File: src/dbgc_pkg.sv
// Package with register map, field positions and state of the debug comparator block
package dbgc_pkg;

   // Register offsets on the byte-wide register port
   localparam logic [7:0] OFS_DEBUG_CONTROL_ONE = 8'h20;
   localparam logic [7:0] OFS_COMPARATOR_A_CONTROL = 8'h21;
   localparam logic [7:0] OFS_COMPARATOR_B_CONTROL = 8'h22;
   localparam logic [7:0] OFS_COMPARATOR_C_CONTROL = 8'h23;
   localparam logic [7:0] OFS_MATCH_STATUS = 8'h24;
   localparam logic [7:0] OFS_COMPARATOR_ADDRESS_LOW = 8'h2b;
   localparam logic [7:0] OFS_COMPARATOR_DATA_HIGH = 8'h2c;
   localparam logic [7:0] OFS_COMPARATOR_DATA_LOW = 8'h2d;
   localparam logic [7:0] OFS_COMPARATOR_DATA_HIGH_MASK = 8'h2e;
   localparam logic [7:0] OFS_COMPARATOR_DATA_LOW_MASK = 8'h2f;

   // Field positions in debug_control_one
   localparam int CTL1_ARM_BIT = 7;
   localparam int CTL1_BANK_LSB = 0;

   // Field positions in the comparator control registers
   localparam int CCTL_TAG_BIT = 5;
   localparam int CCTL_ENABLE_BIT = 0;

   // Register bank selector codes
   localparam logic [1:0] BANK_A = 2'h0;
   localparam logic [1:0] BANK_B = 2'h1;
   localparam logic [1:0] BANK_C = 2'h2;
   localparam logic [1:0] BANK_NONE = 2'h3;

   // Reset values
   localparam logic [7:0] RST_REG8 = 8'h00;
   localparam logic [1:0] RST_BANK = 2'h0;
   localparam logic [2:0] RST_MATCH = 3'h0;
   localparam logic [2:0] RST_CMP_EN = 3'h0;

   // Number of comparators
   localparam int NUM_CMP = 3;

   // Whole state of the block
   typedef struct packed {
      logic [7:0] addr_low_a;
      logic [7:0] addr_low_b;
      logic [7:0] addr_low_c;
      logic [7:0] data_high;
      logic [7:0] data_low;
      logic [7:0] mask_high;
      logic [7:0] mask_low;
      logic arm;
      logic [1:0] bank;
      logic tag_a;
      logic [2:0] cmp_en;
      logic [2:0] match;
      logic [2:0] sticky;
      logic [7:0] rdata;
   } dbgc_state_t;

endpackage

File: src/dbgc_bit_match.sv
// Bitwise compare of a bus value against compare bits, qualified by a participation mask
module dbgc_bit_match #(
   parameter int WIDTH = 8
) (
   // Observed value and settings
   input wire logic [WIDTH-1:0] value,
   input wire logic [WIDTH-1:0] compare,
   input wire logic [WIDTH-1:0] mask,
   // Result
   output logic hit
);

   // Zero expects low, one expects high; mask zero lets any value through
   assign hit = &(~(value ^ compare) | ~mask);

endmodule

File: src/dbgc_comparator_regs.sv
// Debug bus comparator compare registers, register port and match logic
// How it works
// - Each comparator compares address bits 7..0 with its address low register.
// - Address compare bit zero expects low, one expects high.
// - Address low register readable in banks A, B and C, written only while not armed.
// - Comparator A compares data bits 15..8 against the data high register.
// - Comparator A compares data bits 7..0 against the data low register.
// - A data bit takes part only when its mask bit is one.
// - Only comparator A has data registers; B and C ignore data.
// - Comparator A skips data compare while its tag bit is set.
// - Data and mask registers read only while bank selector is 00.
// - Data and mask writes need bank 00 and module not armed.
// - Data high mask register sits at offset 0x2e, qualifies bits 15..8.
// - Bank selector picks A, B, C or none for the address window.
// - Mask zero lets any data value match, mask one compares it.
// - Setting the arm bit arms the module and enables match reporting.
//
// Our own choice: the plain strobed port.
module dbgc_comparator_regs (
   // Clock and reset
   input wire logic clk_sys,
   input wire logic rst,
   // Register port
   input wire logic [7:0] reg_addr,
   input wire logic [7:0] reg_wdata,
   input wire logic reg_wr,
   input wire logic reg_rd,
   output logic [7:0] reg_rdata,
   // Observed core bus
   input wire logic bus_valid,
   input wire logic [7:0] bus_addr,
   input wire logic [15:0] bus_data,
   // Match results
   output logic [2:0] match,
   output logic armed
);

   dbgc_pkg::dbgc_state_t st_r;
   dbgc_pkg::dbgc_state_t st_nxt;

   logic [7:0] addr_low_sel;
   logic bank_is_a;
   logic wr_addr_low;
   logic wr_data_ok;
   logic [2:0] addr_hit;
   logic data_hit_hi;
   logic data_hit_lo;
   logic data_hit;
   logic [2:0] raw_match;
   logic [7:0] rd_val;
   logic bank_visible;
   logic rd_data_ok;
   logic rd_addr_ok;
   logic data_used;
   logic wr_ctl_one;
   logic wr_ctl_a;
   logic wr_ctl_b;
   logic wr_ctl_c;
   logic wr_status;
   logic wr_addr_a;
   logic wr_addr_b;
   logic wr_addr_c;
   logic wr_data_high;
   logic wr_data_low;
   logic wr_mask_high;
   logic wr_mask_low;
   logic match_gate;
   logic [2:0] qual_match;
   logic [2:0] status_clr;
   logic [2:0] status_kept;

   // Address compare, one instance per comparator
   // address low compare
   dbgc_bit_match #(.WIDTH(8)) u_addr_a (
      .value(bus_addr),
      .compare(st_r.addr_low_a),
      .mask(8'hff),
      .hit(addr_hit[0])
   );

   dbgc_bit_match #(.WIDTH(8)) u_addr_b (
      .value(bus_addr),
      .compare(st_r.addr_low_b),
      .mask(8'hff),
      .hit(addr_hit[1])
   );

   dbgc_bit_match #(.WIDTH(8)) u_addr_c (
      .value(bus_addr),
      .compare(st_r.addr_low_c),
      .mask(8'hff),
      .hit(addr_hit[2])
   );

   // Data compare for comparator A only
   // data high compare
   dbgc_bit_match #(.WIDTH(8)) u_data_hi (
      .value(bus_data[15:8]),
      .compare(st_r.data_high),
      .mask(st_r.mask_high),
      .hit(data_hit_hi)
   );

   dbgc_bit_match #(.WIDTH(8)) u_data_lo (
      .value(bus_data[7:0]),
      .compare(st_r.data_low),
      .mask(st_r.mask_low),
      .hit(data_hit_lo)
   );

   // Bank decode and write permission
   always_comb begin
      bank_is_a = (st_r.bank == dbgc_pkg::BANK_A);
      bank_visible = (st_r.bank != dbgc_pkg::BANK_NONE);
      // address low written only while disarmed
      wr_addr_low = reg_wr && (reg_addr == dbgc_pkg::OFS_COMPARATOR_ADDRESS_LOW) && !st_r.arm && bank_visible;
      // data writes need bank A and disarmed
      wr_data_ok = reg_wr && bank_is_a && !st_r.arm;
   end

   // Read permission
   always_comb begin
      // data registers read in bank A only
      rd_data_ok = bank_is_a;
      // address low readable in any visible bank
      rd_addr_ok = bank_visible;
   end

   // Per-register write enables
   always_comb begin
      // Control and status registers accept writes at any time
      wr_ctl_one = reg_wr && (reg_addr == dbgc_pkg::OFS_DEBUG_CONTROL_ONE);
      wr_ctl_a = reg_wr && (reg_addr == dbgc_pkg::OFS_COMPARATOR_A_CONTROL);
      wr_ctl_b = reg_wr && (reg_addr == dbgc_pkg::OFS_COMPARATOR_B_CONTROL);
      wr_ctl_c = reg_wr && (reg_addr == dbgc_pkg::OFS_COMPARATOR_C_CONTROL);
      wr_status = reg_wr && (reg_addr == dbgc_pkg::OFS_MATCH_STATUS);
      // address write goes to selected bank
      wr_addr_a = wr_addr_low && (st_r.bank == dbgc_pkg::BANK_A);
      wr_addr_b = wr_addr_low && (st_r.bank == dbgc_pkg::BANK_B);
      wr_addr_c = wr_addr_low && (st_r.bank == dbgc_pkg::BANK_C);
      wr_data_high = wr_data_ok && (reg_addr == dbgc_pkg::OFS_COMPARATOR_DATA_HIGH);
      wr_data_low = wr_data_ok && (reg_addr == dbgc_pkg::OFS_COMPARATOR_DATA_LOW);
      wr_mask_high = wr_data_ok && (reg_addr == dbgc_pkg::OFS_COMPARATOR_DATA_HIGH_MASK);
      wr_mask_low = wr_data_ok && (reg_addr == dbgc_pkg::OFS_COMPARATOR_DATA_LOW_MASK);
   end

   // Address low register visible in the window
   always_comb begin
      unique case (st_r.bank)
         dbgc_pkg::BANK_A: addr_low_sel = st_r.addr_low_a;
         dbgc_pkg::BANK_B: addr_low_sel = st_r.addr_low_b;
         dbgc_pkg::BANK_C: addr_low_sel = st_r.addr_low_c;
         dbgc_pkg::BANK_NONE: addr_low_sel = 8'h00;
      endcase
   end

   // Match decision
   always_comb begin
      data_used = !st_r.tag_a;
      data_hit = !data_used || (data_hit_hi && data_hit_lo);
      raw_match[0] = addr_hit[0] && data_hit;
      raw_match[1] = addr_hit[1];
      raw_match[2] = addr_hit[2];
   end

   // Match qualification and status update
   always_comb begin
      match_gate = bus_valid && st_r.arm;
      qual_match = match_gate ? (raw_match & st_r.cmp_en) : dbgc_pkg::RST_MATCH;
      // Sticky status, write one clears, a new match wins
      status_clr = wr_status ? reg_wdata[2:0] : 3'h0;
      status_kept = st_r.sticky & ~status_clr;
   end

   // Read multiplexer
   always_comb begin
      rd_val = 8'h00;
      unique case (reg_addr)
         dbgc_pkg::OFS_DEBUG_CONTROL_ONE: begin
            rd_val[dbgc_pkg::CTL1_ARM_BIT] = st_r.arm;
            rd_val[dbgc_pkg::CTL1_BANK_LSB +: 2] = st_r.bank;
         end
         dbgc_pkg::OFS_COMPARATOR_A_CONTROL: begin
            rd_val[dbgc_pkg::CCTL_TAG_BIT] = st_r.tag_a;
            rd_val[dbgc_pkg::CCTL_ENABLE_BIT] = st_r.cmp_en[0];
         end
         dbgc_pkg::OFS_COMPARATOR_B_CONTROL: begin
            rd_val[dbgc_pkg::CCTL_ENABLE_BIT] = st_r.cmp_en[1];
         end
         dbgc_pkg::OFS_COMPARATOR_C_CONTROL: begin
            rd_val[dbgc_pkg::CCTL_ENABLE_BIT] = st_r.cmp_en[2];
         end
         dbgc_pkg::OFS_MATCH_STATUS: begin
            rd_val[2:0] = st_r.sticky;
         end
         dbgc_pkg::OFS_COMPARATOR_ADDRESS_LOW: begin
            if (rd_addr_ok) begin
               rd_val = addr_low_sel;
            end
         end
         // data registers read in bank A only
         dbgc_pkg::OFS_COMPARATOR_DATA_HIGH: begin
            if (rd_data_ok) begin
               rd_val = st_r.data_high;
            end
         end
         dbgc_pkg::OFS_COMPARATOR_DATA_LOW: begin
            if (rd_data_ok) begin
               rd_val = st_r.data_low;
            end
         end
         dbgc_pkg::OFS_COMPARATOR_DATA_HIGH_MASK: begin
            if (rd_data_ok) begin
               rd_val = st_r.mask_high;
            end
         end
         dbgc_pkg::OFS_COMPARATOR_DATA_LOW_MASK: begin
            if (rd_data_ok) begin
               rd_val = st_r.mask_low;
            end
         end
         default: begin
            rd_val = 8'h00;
         end
      endcase
   end

   // Next state
   always_comb begin
      st_nxt = st_r;

      // Read data stand for the one cycle after the strobe
      st_nxt.rdata = reg_rd ? rd_val : 8'h00;

      // Control registers accept writes at any time
      if (wr_ctl_one) begin
         st_nxt.arm = reg_wdata[dbgc_pkg::CTL1_ARM_BIT];
         st_nxt.bank = reg_wdata[dbgc_pkg::CTL1_BANK_LSB +: 2];
      end

      if (wr_ctl_a) begin
         st_nxt.tag_a = reg_wdata[dbgc_pkg::CCTL_TAG_BIT];
         st_nxt.cmp_en[0] = reg_wdata[dbgc_pkg::CCTL_ENABLE_BIT];
      end

      if (wr_ctl_b) begin
         st_nxt.cmp_en[1] = reg_wdata[dbgc_pkg::CCTL_ENABLE_BIT];
      end

      if (wr_ctl_c) begin
         st_nxt.cmp_en[2] = reg_wdata[dbgc_pkg::CCTL_ENABLE_BIT];
      end

      if (wr_addr_a) begin
         st_nxt.addr_low_a = reg_wdata;
      end

      if (wr_addr_b) begin
         st_nxt.addr_low_b = reg_wdata;
      end

      if (wr_addr_c) begin
         st_nxt.addr_low_c = reg_wdata;
      end

      if (wr_data_high) begin
         st_nxt.data_high = reg_wdata;
      end

      if (wr_data_low) begin
         st_nxt.data_low = reg_wdata;
      end

      if (wr_mask_high) begin
         st_nxt.mask_high = reg_wdata;
      end

      if (wr_mask_low) begin
         st_nxt.mask_low = reg_wdata;
      end

      st_nxt.match = qual_match;

      // Sticky status, a new match wins over the clear
      st_nxt.sticky = status_kept | qual_match;
   end

   always_ff @(posedge clk_sys or posedge rst) begin
      if (rst) begin
         st_r.addr_low_a <= dbgc_pkg::RST_REG8;
         st_r.addr_low_b <= dbgc_pkg::RST_REG8;
         st_r.addr_low_c <= dbgc_pkg::RST_REG8;
         st_r.data_high <= dbgc_pkg::RST_REG8;
         st_r.data_low <= dbgc_pkg::RST_REG8;
         st_r.mask_high <= dbgc_pkg::RST_REG8;
         st_r.mask_low <= dbgc_pkg::RST_REG8;
         st_r.arm <= 1'b0;
         st_r.bank <= dbgc_pkg::RST_BANK;
         st_r.tag_a <= 1'b0;
         st_r.cmp_en <= dbgc_pkg::RST_CMP_EN;
         st_r.match <= dbgc_pkg::RST_MATCH;
         st_r.sticky <= dbgc_pkg::RST_MATCH;
         st_r.rdata <= dbgc_pkg::RST_REG8;
      end else begin
         st_r <= st_nxt;
      end
   end

   // Outputs
   assign reg_rdata = st_r.rdata;
   assign match = st_r.match;
   assign armed = st_r.arm;

endmodule

File: config.mk
export PLATFORM = sky130hd
export DESIGN_NAME = dbgc_comparator_regs
export DESIGN_NICKNAME = d
export VERILOG_FILES = /design/src/dbgc_pkg.sv /design/src/dbgc_bit_match.sv /design/src/dbgc_comparator_regs.sv
export SDC_FILE = /design/constraint.sdc
export NUM_CORES = 1
export LEC_CHECK = 0
export BUFFER_PORTS_ARGS = -buffer_cell sky130_fd_sc_hd__buf_2
export CORE_ASPECT_RATIO = 1.1
export CORE_MARGIN = 10
export CORE_UTILIZATION = 40
export DETAILED_ROUTE_END_ITERATION = 10
export MAX_ROUTING_LAYER = met4
export PLACE_DENSITY = 0.6
export SLEW_MARGIN = 20
export SYNTH_ARGS = -nofsm -noshare
export SYNTH_HDL_FRONTEND = slang
export SYNTH_SLANG_ARGS = --single-unit
File: constraint.sdc
create_clock -name clk_sys -period 3.05 [get_ports clk_sys]
set_input_delay 0.61 -clock clk_sys [delete_from_list [all_inputs] [get_ports clk_sys]]
set_output_delay 0.61 -clock clk_sys [all_outputs]
set_load 0.02 [all_outputs]
* Word-level counts from Yosys, hierarchy flattened
Index checks and enable logic that the tools add are counted.
** Storage, ports and cells
- Register bits after elaboration :: 77
- Input bits :: 45
- Output and inout bits :: 12
- Logic and storage cells :: 92
** Cells by class
- Equal/unequal tests :: 14
- Multiplexer cells :: 16
- Bitwise logic cells :: 18
- Reductions and logical operators :: 28
** Operators with widths (number)
- $eq 8x6->1 const B :: 10
- $not 8->8 :: 7
- $mux 8 :: 6
- $reduce_and 8->1 :: 5
- $xor 8x8->8 :: 5
- $pmux 8 s4 :: 1
- $logic_and 1x1->1 :: 20
- $pmux 1 s6 :: 3
- $or 8x8->8 :: 2
- $pmux 1 s10 :: 1
- $pmux 2 s5 :: 1
- $pmux 1 s7 :: 1
- $and 3x3->3 :: 2
- $mux 3 :: 2
- $pmux 1 s5 :: 1
- $eq 2x2->1 const B :: 2
- $not 3->3 :: 1
- $or 3x3->3 :: 1
- $eq 2x1->1 const B :: 1
- $logic_not 2->1 :: 1
- $ne 2x2->1 const B :: 1
- $logic_not 1->1 :: 1
- $logic_or 1x1->1 :: 1

* Logic depth before layout (Yosys ltp)
Gate-level depths: netlist of the first run.
- Depth after elaboration :: 10
- Mapped depth :: 7
- Gate-level depth less buffers :: 5

* Modules after synthesis
From an unflattened synthesis of the first run, not the netlist that was laid out.
** Unflattened totals
- Cell total of the unflattened synthesis :: 334
- Area, all modules :: 4190.3 um^2
** Modules (own cells, without submodules)
- dbgc_comparator_regs :: times used 1, cells each 269, area an instance 3646.0 um^2, seq. area each 1926.8 um^2
- dbgc_bit_match :: times used 5, cells each 13, area an instance 108.9 um^2, seq. area each 0.0 um^2

* Worst setup path after synthesis of the first run
No wires, ideal clock.
- Path kind :: input port to flip-flop
- Start :: input reg_addr[4]
- End :: register st_r[30] (netlist name)
- Setup time :: 0.125 ns
- Arrival :: 2.194 ns
- Required time :: 2.925 ns
- Setup slack :: 0.731 ns
- Stages on the path :: 5
- Buffers on the path :: 0
- Cells stage by stage :: or4b_4 -> nor2_4 -> nand3_4 -> nor3b_4 -> mux2_2
** On the way
- Word-level cells in the longest chain between the ends :: 2
** Ends and longest elaborated chain
- start, declared :: RTL line dbgc_comparator_regs.sv:24 : input wire logic [7:0] reg_addr,
- $eq 8x6->1 :: RTL line dbgc_comparator_regs.sv:143 : wr_mask_high = wr_data_ok && (reg_addr == dbgc_pkg::OFS_COMPARATOR_DATA_HIGH_MASK);
- $logic_and 1x1->1 :: RTL line dbgc_comparator_regs.sv:143
- end signal, assigned :: RTL line dbgc_comparator_regs.sv:305 : st_r <= st_nxt;
- end, declared :: RTL line dbgc_comparator_regs.sv:38 : dbgc_pkg::dbgc_state_t st_r;
Every way passes these cells.
A chain may end at the register's enable or synchronous reset.

* Final worst setup path of the first run
- Start :: input reg_addr[4]
- End :: register st_r[32] (netlist name)
Same word-level chain as after synthesis.

==> out/metrics.cfg, run 1 <==
[clocking]
htreeDepth=3
root_buffer=clkbuf_16
clk_latency_ps=340
clk_path_buf_depth=2
post_cts_buffers=0
path_clk_slew_ps=60
clock_sinks=77
numCtsBuffers=9
ctsHoldBuffers=0
postCtsResizedCells=0
cts_tree=done

[route]
num_vias=2873
postRouteAntennaNets=0
drt_wl_total_um=10630
firstDrtPassIters=4
drt_iter0_drc=149
wl_per_cell_um=19.69
vias_per_cell=5.320
drc=0

[power]
total_power_w=0.002495
vdd_drop_max_uv=246.9
powerDensity_mw_per_mm2=508.1
leakage_nw=2.259

[final_layout]
syn_to_final_growth_pct=17.13
antenna_cells=0
drive_gt1_frac=0.4055
finalNonFillerCells=540
fill_cells=944
nNetsFinal=437
fin_util=0.4770

[timing]
fin_tns_setup_ps=0
fmax_mhz=429.2
worstMarginPinSlew_ps=580.1
period_share=0.7639
relSlewSlack=0.6103
rsz0062_at_grt=no
finClkSkew_ps=9.041
setup_violations=0
finalHoldViolations=0
fin_hold_ws_ps=305.6
min_period_ps=2330
drv_slew=0

[synth]
syn_nets=384
synth_area_per_cell_um2=12.37
ys_seq_elements=77
netlist_area_mm2=0.004193
synthFlopType=dfrtp_1
yosysTopAreaCell=dfrtp_1
yosysUniqueCellTypes=45
yosysMostFrequentCell=dfrtp_1
yosysWarnings=0
yosysSeqAreaShare=0.4596
synth-edff-count=0
async_flop_share=1.000
synthTopCellsByCount=dfrtp_1 (77), mux2_2 (61), xnor2_1 (24)
synth_cells=339
synth_top_area_frac=0.4596
synth_area_leaders=dfrtp_1 (46%), mux2_2 (16%), xnor2_1 (5.0%)

[setup_path]
critPathKind=primary input to register
critPathMaxFanout=8
max_stage_delay_ps=570
end_kind=register
cp.arrival_ps=2550
cp.required_ps=3270
cp_slowest_cell=or4b_4
crit_chain=buf_2, or4b_4, nor2_4, nand3_4, nor3b_4, mux2_2
cp-start-kind=primary input

[global_route]
overflow=0
grt_max_degree=31
grt_usage=0.1489
grt_pass1_wl_um=17060
grt_pass1_vias=3156
antenna_found_initial=0

[die]
start_util=0.4072
dieArea_mm2=0.01498
fp.dieW_um=117.6
rows=39
io_pins=57
core_area_mm2=0.01030
die_height_um=127.4

[placement]
hpwl_um=8078
portBuffers=56
dp.cells=524
gp_congestion=0.8915

[hold_path]
hold_path.class=primary input to asynchronous set/reset pin

[flow_run]
drv_cap=0

[outcome]
outcome=complete, no violations

[critical path, delay by kind of cell]
kind | cells | cell delay (ps)
mux | 1 | 400
buf+inv | 1 | 100
simple gates | 4 | 1430
[cells by family after synthesis]
kind of cell           count (synthesis)  synth area share
multiplexers                          82            0.2384
XOR/XNOR                              40           0.08356
AND/OR/NAND/NOR                       69            0.1098
AO/OA/AOI/OAI                         41           0.07013
buffers and inverters                 30           0.03850
flip-flops                            77            0.4596
[where the power goes]
part | total, W | leakage (nW) | internal (W) | switching, W
registers | 0.00108 | 1.07 | 0.00105 | 0.0000282
clock network | 0.00117 | 0.163 | 0.000758 | 0.000412
logic | 0.000244 | 1.03 | 0.000108 | 0.000135
[worst paths after layout]
| check | start | end | depth (start not counted) | slack [ps] |
|---|---|---|---|---|
| min reg2reg | st_r[9] | st_r[9] | 1 | 480 |
| min in group clk_sys | st_r[9] | st_r[9] | 1 | 480 |
| min | rst | st_r[42] | 2 | 310 |
| max | reg_addr[4] | st_r[32] | 6 | 720 |
| max reg2reg | armed | st_r[32] | 4 | 1050 |
| max in group asynchronous | rst | st_r[56] | 3 | 1940 |
[metal layers]
metal	wire length (um)	global-route usage	vias up
met4	257	0.07424	0
li1	-	-	1327
met1	4879	0.1814	1465
met2	5165	0.2381	62
met3	327	0.02247	19
met5	0	-	-
[per-stage QoR]
stage	setup slack (ps)	cell area, um^2
2_1_floorplan	473.3	4193
3_3_place_gp	363.6	4584
3_5_place_dp	340.6	4584
4_1_cts	722.5	4911
5_1_grt	653.6	4911
6_report	720.0	4911
[state kept, by name, indices dropped and copies added, names as in the netlist]
name	cells
armed	1
reg_rdata	8
st_r	65
match	3
[layout make-up]
| cell class | instances | area (um^2) | share of cell area |
|---|---|---|---|
| Tap cell | 143 | 178.9 | 0.03643 |
| Clock buffer | 12 | 256.5 | 0.05223 |
| Timing Repair Buffer | 65 | 347.8 | 0.07083 |
| Clock inverter | 4 | 70.07 | 0.01427 |
| Multi-Input combinational cell | 232 | 2105 | 0.4285 |
| Sequential cell | 77 | 1927 | 0.3924 |
| Inverter | 7 | 26.28 | 0.005350 |
[placed cells by master (no fill, tap or decap), drive strengths merged, types with 3 or more instances in the layout]
cell / instances
a22oi: 10
buf: 65
clkbuf: 12
dfrtp: 77
inv: 7
mux2: 63
mux2i: 11
mux4: 8
nand2: 20
nand3: 11
nand4: 6
nor2: 7
nor2b: 4
nor3: 7
nor3b: 6
o21a: 3
o21ai: 4
o22a: 4
o22ai: 7
xnor2: 24
xor2: 16
(Power assumes the default switching activity.)
==> inputs of run 2 (changes only) <==
Clock period 3.05 ns to 2.2 ns, I/O delays scaled along.
==> run 2 against run 1 <==
Net effect:
- utilization is 1.2 points higher
- clock power is 21% higher
- critical path type unchanged
- critical endpoint is now st_r[8]
- largest power group is now sequential cells
- non-clock buffer count is 14 higher
- die area stayed put
- first-iteration DRC count is 13% higher
- largest cell class unchanged
==> out/metrics.cfg, run 2 (synthesis results as in run 1) <==
[power]
powerDensity_mw_per_mm2=646.7
leakage_nw=2.317
vdd_drop_max_uv=386.1

[setup_path]
crit-reg2reg-launch=st_r[19]
cp-start-kind=primary input
critPathKind=primary input to register
critPathMaxFanout=3
cp.required_ps=2430
cp.arrival_ps=2190
regToRegEndpoint=st_r[32]
end_kind=register
ff2ff_path_depth=5
rrSetupSlack_ps=340

[die]
start_util=0.4072
io_pins=57
core_area_mm2=0.01030
fp.dieW_um=117.6
rows=39
dieArea_mm2=0.01498
die_height_um=127.4

[final_layout]
drive_gt1_frac=0.4282
antenna_cells=0
max_flop_register=st_r
fill_cells=945
largest_reg_flops=65
final_cell_mix=dfrtp_1 (77), mux2_2 (61), buf_2 (56)
final_common_cell=dfrtp_1
nNetsFinal=451
syn_to_final_growth_pct=20.17

[route]
wl_per_cell_um=19.14
drt_wl_total_um=10610
vias_per_cell=5.220
postRouteAntennaNets=0
num_vias=2892
drt_iter0_drc=168
drc=0
firstDrtPassIters=4

[timing]
setup_violations=0
finClkSkew_ps=6.030
finalHoldViolations=0
fin_ws_ps=232.2
fmax_mhz=508.2
min_period_ps=1968
fin_tns_setup_ps=0
worstMarginPinSlew_ps=498.1
relSlewSlack=0.6633
period_share=0.8945
rsz0062_at_grt=no
drv_slew=0

[outcome]
outcome=complete, no violations

[flow_run]
drv_cap=0

[clocking]
ctsHoldBuffers=0
clk_latency_ps=340
path_clk_slew_ps=60
root_buffer=clkbuf_16
clock_sinks=77
numCtsBuffers=9
cts_tree=done
clk_path_buf_depth=2
htreeDepth=3
postCtsResizedCells=0
post_cts_buffers=0

[placement]
dp_worst_setup_slack_ps=-110.4
hpwl_um=8053
portBuffers=56
gp_congestion=0.9187

[global_route]
antenna_found_initial=0
grt_pass1_vias=3276
grt_pass1_wl_um=17380
grt_max_degree=78
overflow=0
grt_usage=0.1513

[hold_path]
hold_path.class=primary input to asynchronous set/reset pin

==> run 2: cell count changes in the layout (fill, tap and decap cells not counted), moves of 2 or more <==
cell	previous run	this run
inv_6	0	2
bufinv_16	2	0
clkinvlp_4	0	3
buf_12	0	5
buf_4	9	18
clkbuf_8	2	0
==> run 2: worst max-delay path by stage <==
stage                 from       end  slack [ps]  cells past startpoint
5_1_grt        reg_addr[4]   st_r[8]         160                      6
3_5_place_dp   reg_addr[4]   st_r[8]        -110                      6
3_3_place_gp   reg_addr[4]   st_r[8]        -120                      6
4_1_cts        reg_addr[4]   st_r[8]         250                      6
2_1_floorplan  reg_addr[4]  st_r[30]          50                      5
6_report       reg_addr[4]   st_r[8]         230                      6
==> run 2: routing by layer <==
| metal | vias to the layer above | global-route usage | wire length [um] |
|---|---|---|---|
| met3 | 18 | 0.02863 | 316 |
| met5 | - | - | 0 |
| met1 | 1443 | 0.1881 | 4953 |
| met4 | 0 | 0.06987 | 277 |
| li1 | 1363 | - | - |
| met2 | 68 | 0.2354 | 5059 |
==> run 2: where the power goes <==
group	total [W]	leakage [nW]	internal, W	switching, W
Sequential	0.00150	1.07	0.00146	0.0000421
Combinational	0.000349	1.12	0.000161	0.000188
Clock	0.00141	0.134	0.000779	0.000630
==> run 2: area by class of cell <==
cell class / instances / area [um^2] / area share
Inverter: 7 / 30.03 / 0.005960
Multi-Input combinational cell: 232 / 2105 / 0.4177
Clock inverter: 7 / 57.56 / 0.01142
Clock buffer: 9 / 225.2 / 0.04470
Tap cell: 143 / 178.9 / 0.03551
Sequential cell: 77 / 1927 / 0.3824
Timing Repair Buffer: 79 / 515.5 / 0.1023
==> run 2: critical path, stage by stage <==
cell      delay (ps)
buf_2            100
or4b_4           560
buf_4            160
nor4b_1          470
a21boi_0         170
a211o_1          290
==> run 2: stage by stage <==
stage	cells	hold slack, ps	util	cell area [um^2]	total power, W
floorplan	339	441.6	-	4197	0.001723
global placement	538	494.6	0.4619	4756	0.001872
detailed placement	538	497.5	0.4619	4756	0.001878
CTS	554	223.4	0.4894	5039	0.003297
global route	554	232.0	0.4894	5039	0.003393
finish	554	211.0	0.4894	5039	0.003258
==> inputs of run 3 (changes only) <==
Settings changed: CORE_ASPECT_RATIO 1.1 to 2.
==> run 3 against run 2 <==
Net effect:
- sequential power about the same
- clock skew grew 4.2 ps
- non-clock buffer count increased by 3
- sequential cell count did not move
- die area rose by 1.6%
- via count up 1.9%
- utilization up 0.68 points
- sequential share of layout area decreased by 0.23 points
- register-to-register slack lost 40 ps
- final area is 0.60% higher
- cell count decreased by 0.90%
- critical path depth rose by 1
- highest routed layer unchanged
==> out/metrics.cfg, run 3 (synthesis results as in run 1) <==
[final_layout]
largest_reg_flops=65
syn_to_final_growth_pct=20.89
antenna_cells=0
final_common_cell=dfrtp_1
max_flop_register=st_r
multi_input_area_mm2=0.002105
final_cell_mix=dfrtp_1 (77), mux2_2 (61), buf_2 (56)
fill_cells=954
drive_gt1_frac=0.4324
regArea_mm2=0.001927
nNetsFinal=454

[flow_run]
drv_cap=0

[setup_path]
critPathKind=primary input to register
cp.arrival_ps=2170
cp_slowest_cell=or4b_4
crit-reg2reg-launch=st_r[18]
regToRegEndpoint=reg_rdata[2]
rrSetupSlack_ps=300
crit_chain=buf_2, or4b_4, nor2_4, nand3_4, nor3b_4, buf_4, mux2_1
end_kind=register
critPathMaxFanout=4
cp.required_ps=2420
max_stage_delay_ps=550
cp-start-kind=primary input
ff2ff_path_depth=5

[placement]
gp_congestion=0.8988
portBuffers=56
hpwl_um=9051

[clocking]
path_clk_slew_ps=70
clk_path_buf_depth=2
post_cts_buffers=0
cts_tree=done
htreeDepth=3
postCtsResizedCells=0
ctsHoldBuffers=0
root_buffer=clkbuf_16
clk_latency_ps=340
clock_sinks=77
numCtsBuffers=9

[route]
num_vias=2946
drt_iter0_drc=112
drc=0
wl_per_cell_um=20.96
drt_wl_total_um=11510
firstDrtPassIters=4
postRouteAntennaNets=0
vias_per_cell=5.366

[die]
start_util=0.4105
die_height_um=164.8
dieArea_mm2=0.01523
io_pins=57
rows=52
core_area_mm2=0.01021
fp.dieW_um=92.40

[timing]
rsz0062_at_grt=no
finClkSkew_ps=10.19
relSlewSlack=0.6006
fin_hold_ws_ps=184.9
worstMarginPinSlew_ps=584.1
drv_slew=0
finalHoldViolations=0
setup_violations=0
fmax_mhz=513.4
min_period_ps=1948
period_share=0.8853

[power]
leakage_nw=2.339
vdd_drop_max_uv=405.2
total_power_w=0.003456
powerDensity_mw_per_mm2=681.9

[global_route]
grt_pass1_wl_um=18170
overflow=0
grt_usage=0.1616
grt_pass1_vias=3311
grt_max_degree=78
antenna_found_initial=0

[outcome]
outcome=complete, no violations

[hold_path]
hold_path.class=primary input to asynchronous set/reset pin

[run 3: cell types whose count changed in the layout (fill, tap and decap cells not counted)]
| cell | delta |
|---|---|
| buf_12 | -2 |
| buf_4 | +5 |
| bufinv_16 | +2 |
| clkinv_2 | -1 |
| clkinv_4 | +1 |
| clkinvlp_4 | +1 |
| inv_6 | -2 |
| inv_8 | -1 |
[run 3: worst max path at each step]
| stage | start | endpoint | slack (ps) | depth (start not counted) |
|---|---|---|---|---|
| 2_1_floorplan | reg_addr[4] | st_r[30] | 50 | 5 |
| 3_3_place_gp | reg_addr[4] | st_r[62] | -80 | 7 |
| 3_5_place_dp | reg_addr[4] | st_r[29] | -110 | 7 |
| 4_1_cts | reg_addr[4] | st_r[29] | 250 | 7 |
| 5_1_grt | reg_addr[4] | reg_rdata[2] | 130 | 6 |
| 6_report | reg_addr[4] | st_r[29] | 250 | 7 |
[run 3: critical path: cells and delay by family]
family,cells,cell delay [ps]
multiplexers,1,320
buffers and inverters,2,260
AND/OR/NAND/NOR,4,1120
[run 3: power by group]
| group | internal (W) | leakage [nW] | total [W] | switching (W) |
|---|---|---|---|---|
| sequential | 0.00146 | 1.07 | 0.00150 | 0.0000428 |
| combinational | 0.000160 | 1.12 | 0.000353 | 0.000193 |
| clock | 0.000996 | 0.148 | 0.00160 | 0.000606 |
[run 3: layer usage]
| metal | routed length [um] | track usage | vias to the layer above |
|---|---|---|---|
| li1 | - | - | 1359 |
| met1 | 4180 | 0.1574 | 1487 |
| met2 | 6483 | 0.2942 | 65 |
| met3 | 324 | 0.02683 | 35 |
| met4 | 518 | 0.09097 | 0 |
| met5 | 0 | - | - |
[run 3: stage by stage]
step / cells / TNS (ps) / worst slack, ps / util / cell area (um^2)
finish: 549 / 0 / 252.3 / 0.4962 / 5069
global route: 549 / 0 / 134.5 / 0.4962 / 5069
CTS: 549 / 0 / 246.7 / 0.4962 / 5069
detailed placement: 533 / -3598 / -105.9 / 0.4644 / 4743
global placement: 533 / -2769 / -78.24 / 0.4644 / 4743
floorplan: 339 / 0 / 50.88 / - / 4197
[run 3: layout make-up]
class                   instances  share of cell area
clock buffers                   9             0.04443
clock inverters                 7             0.01975
inverters                       7            0.005924
multi-input cells             232              0.4152
flip-flops and latches         77              0.3802
well taps                     135             0.03333
repair buffers                 82              0.1012
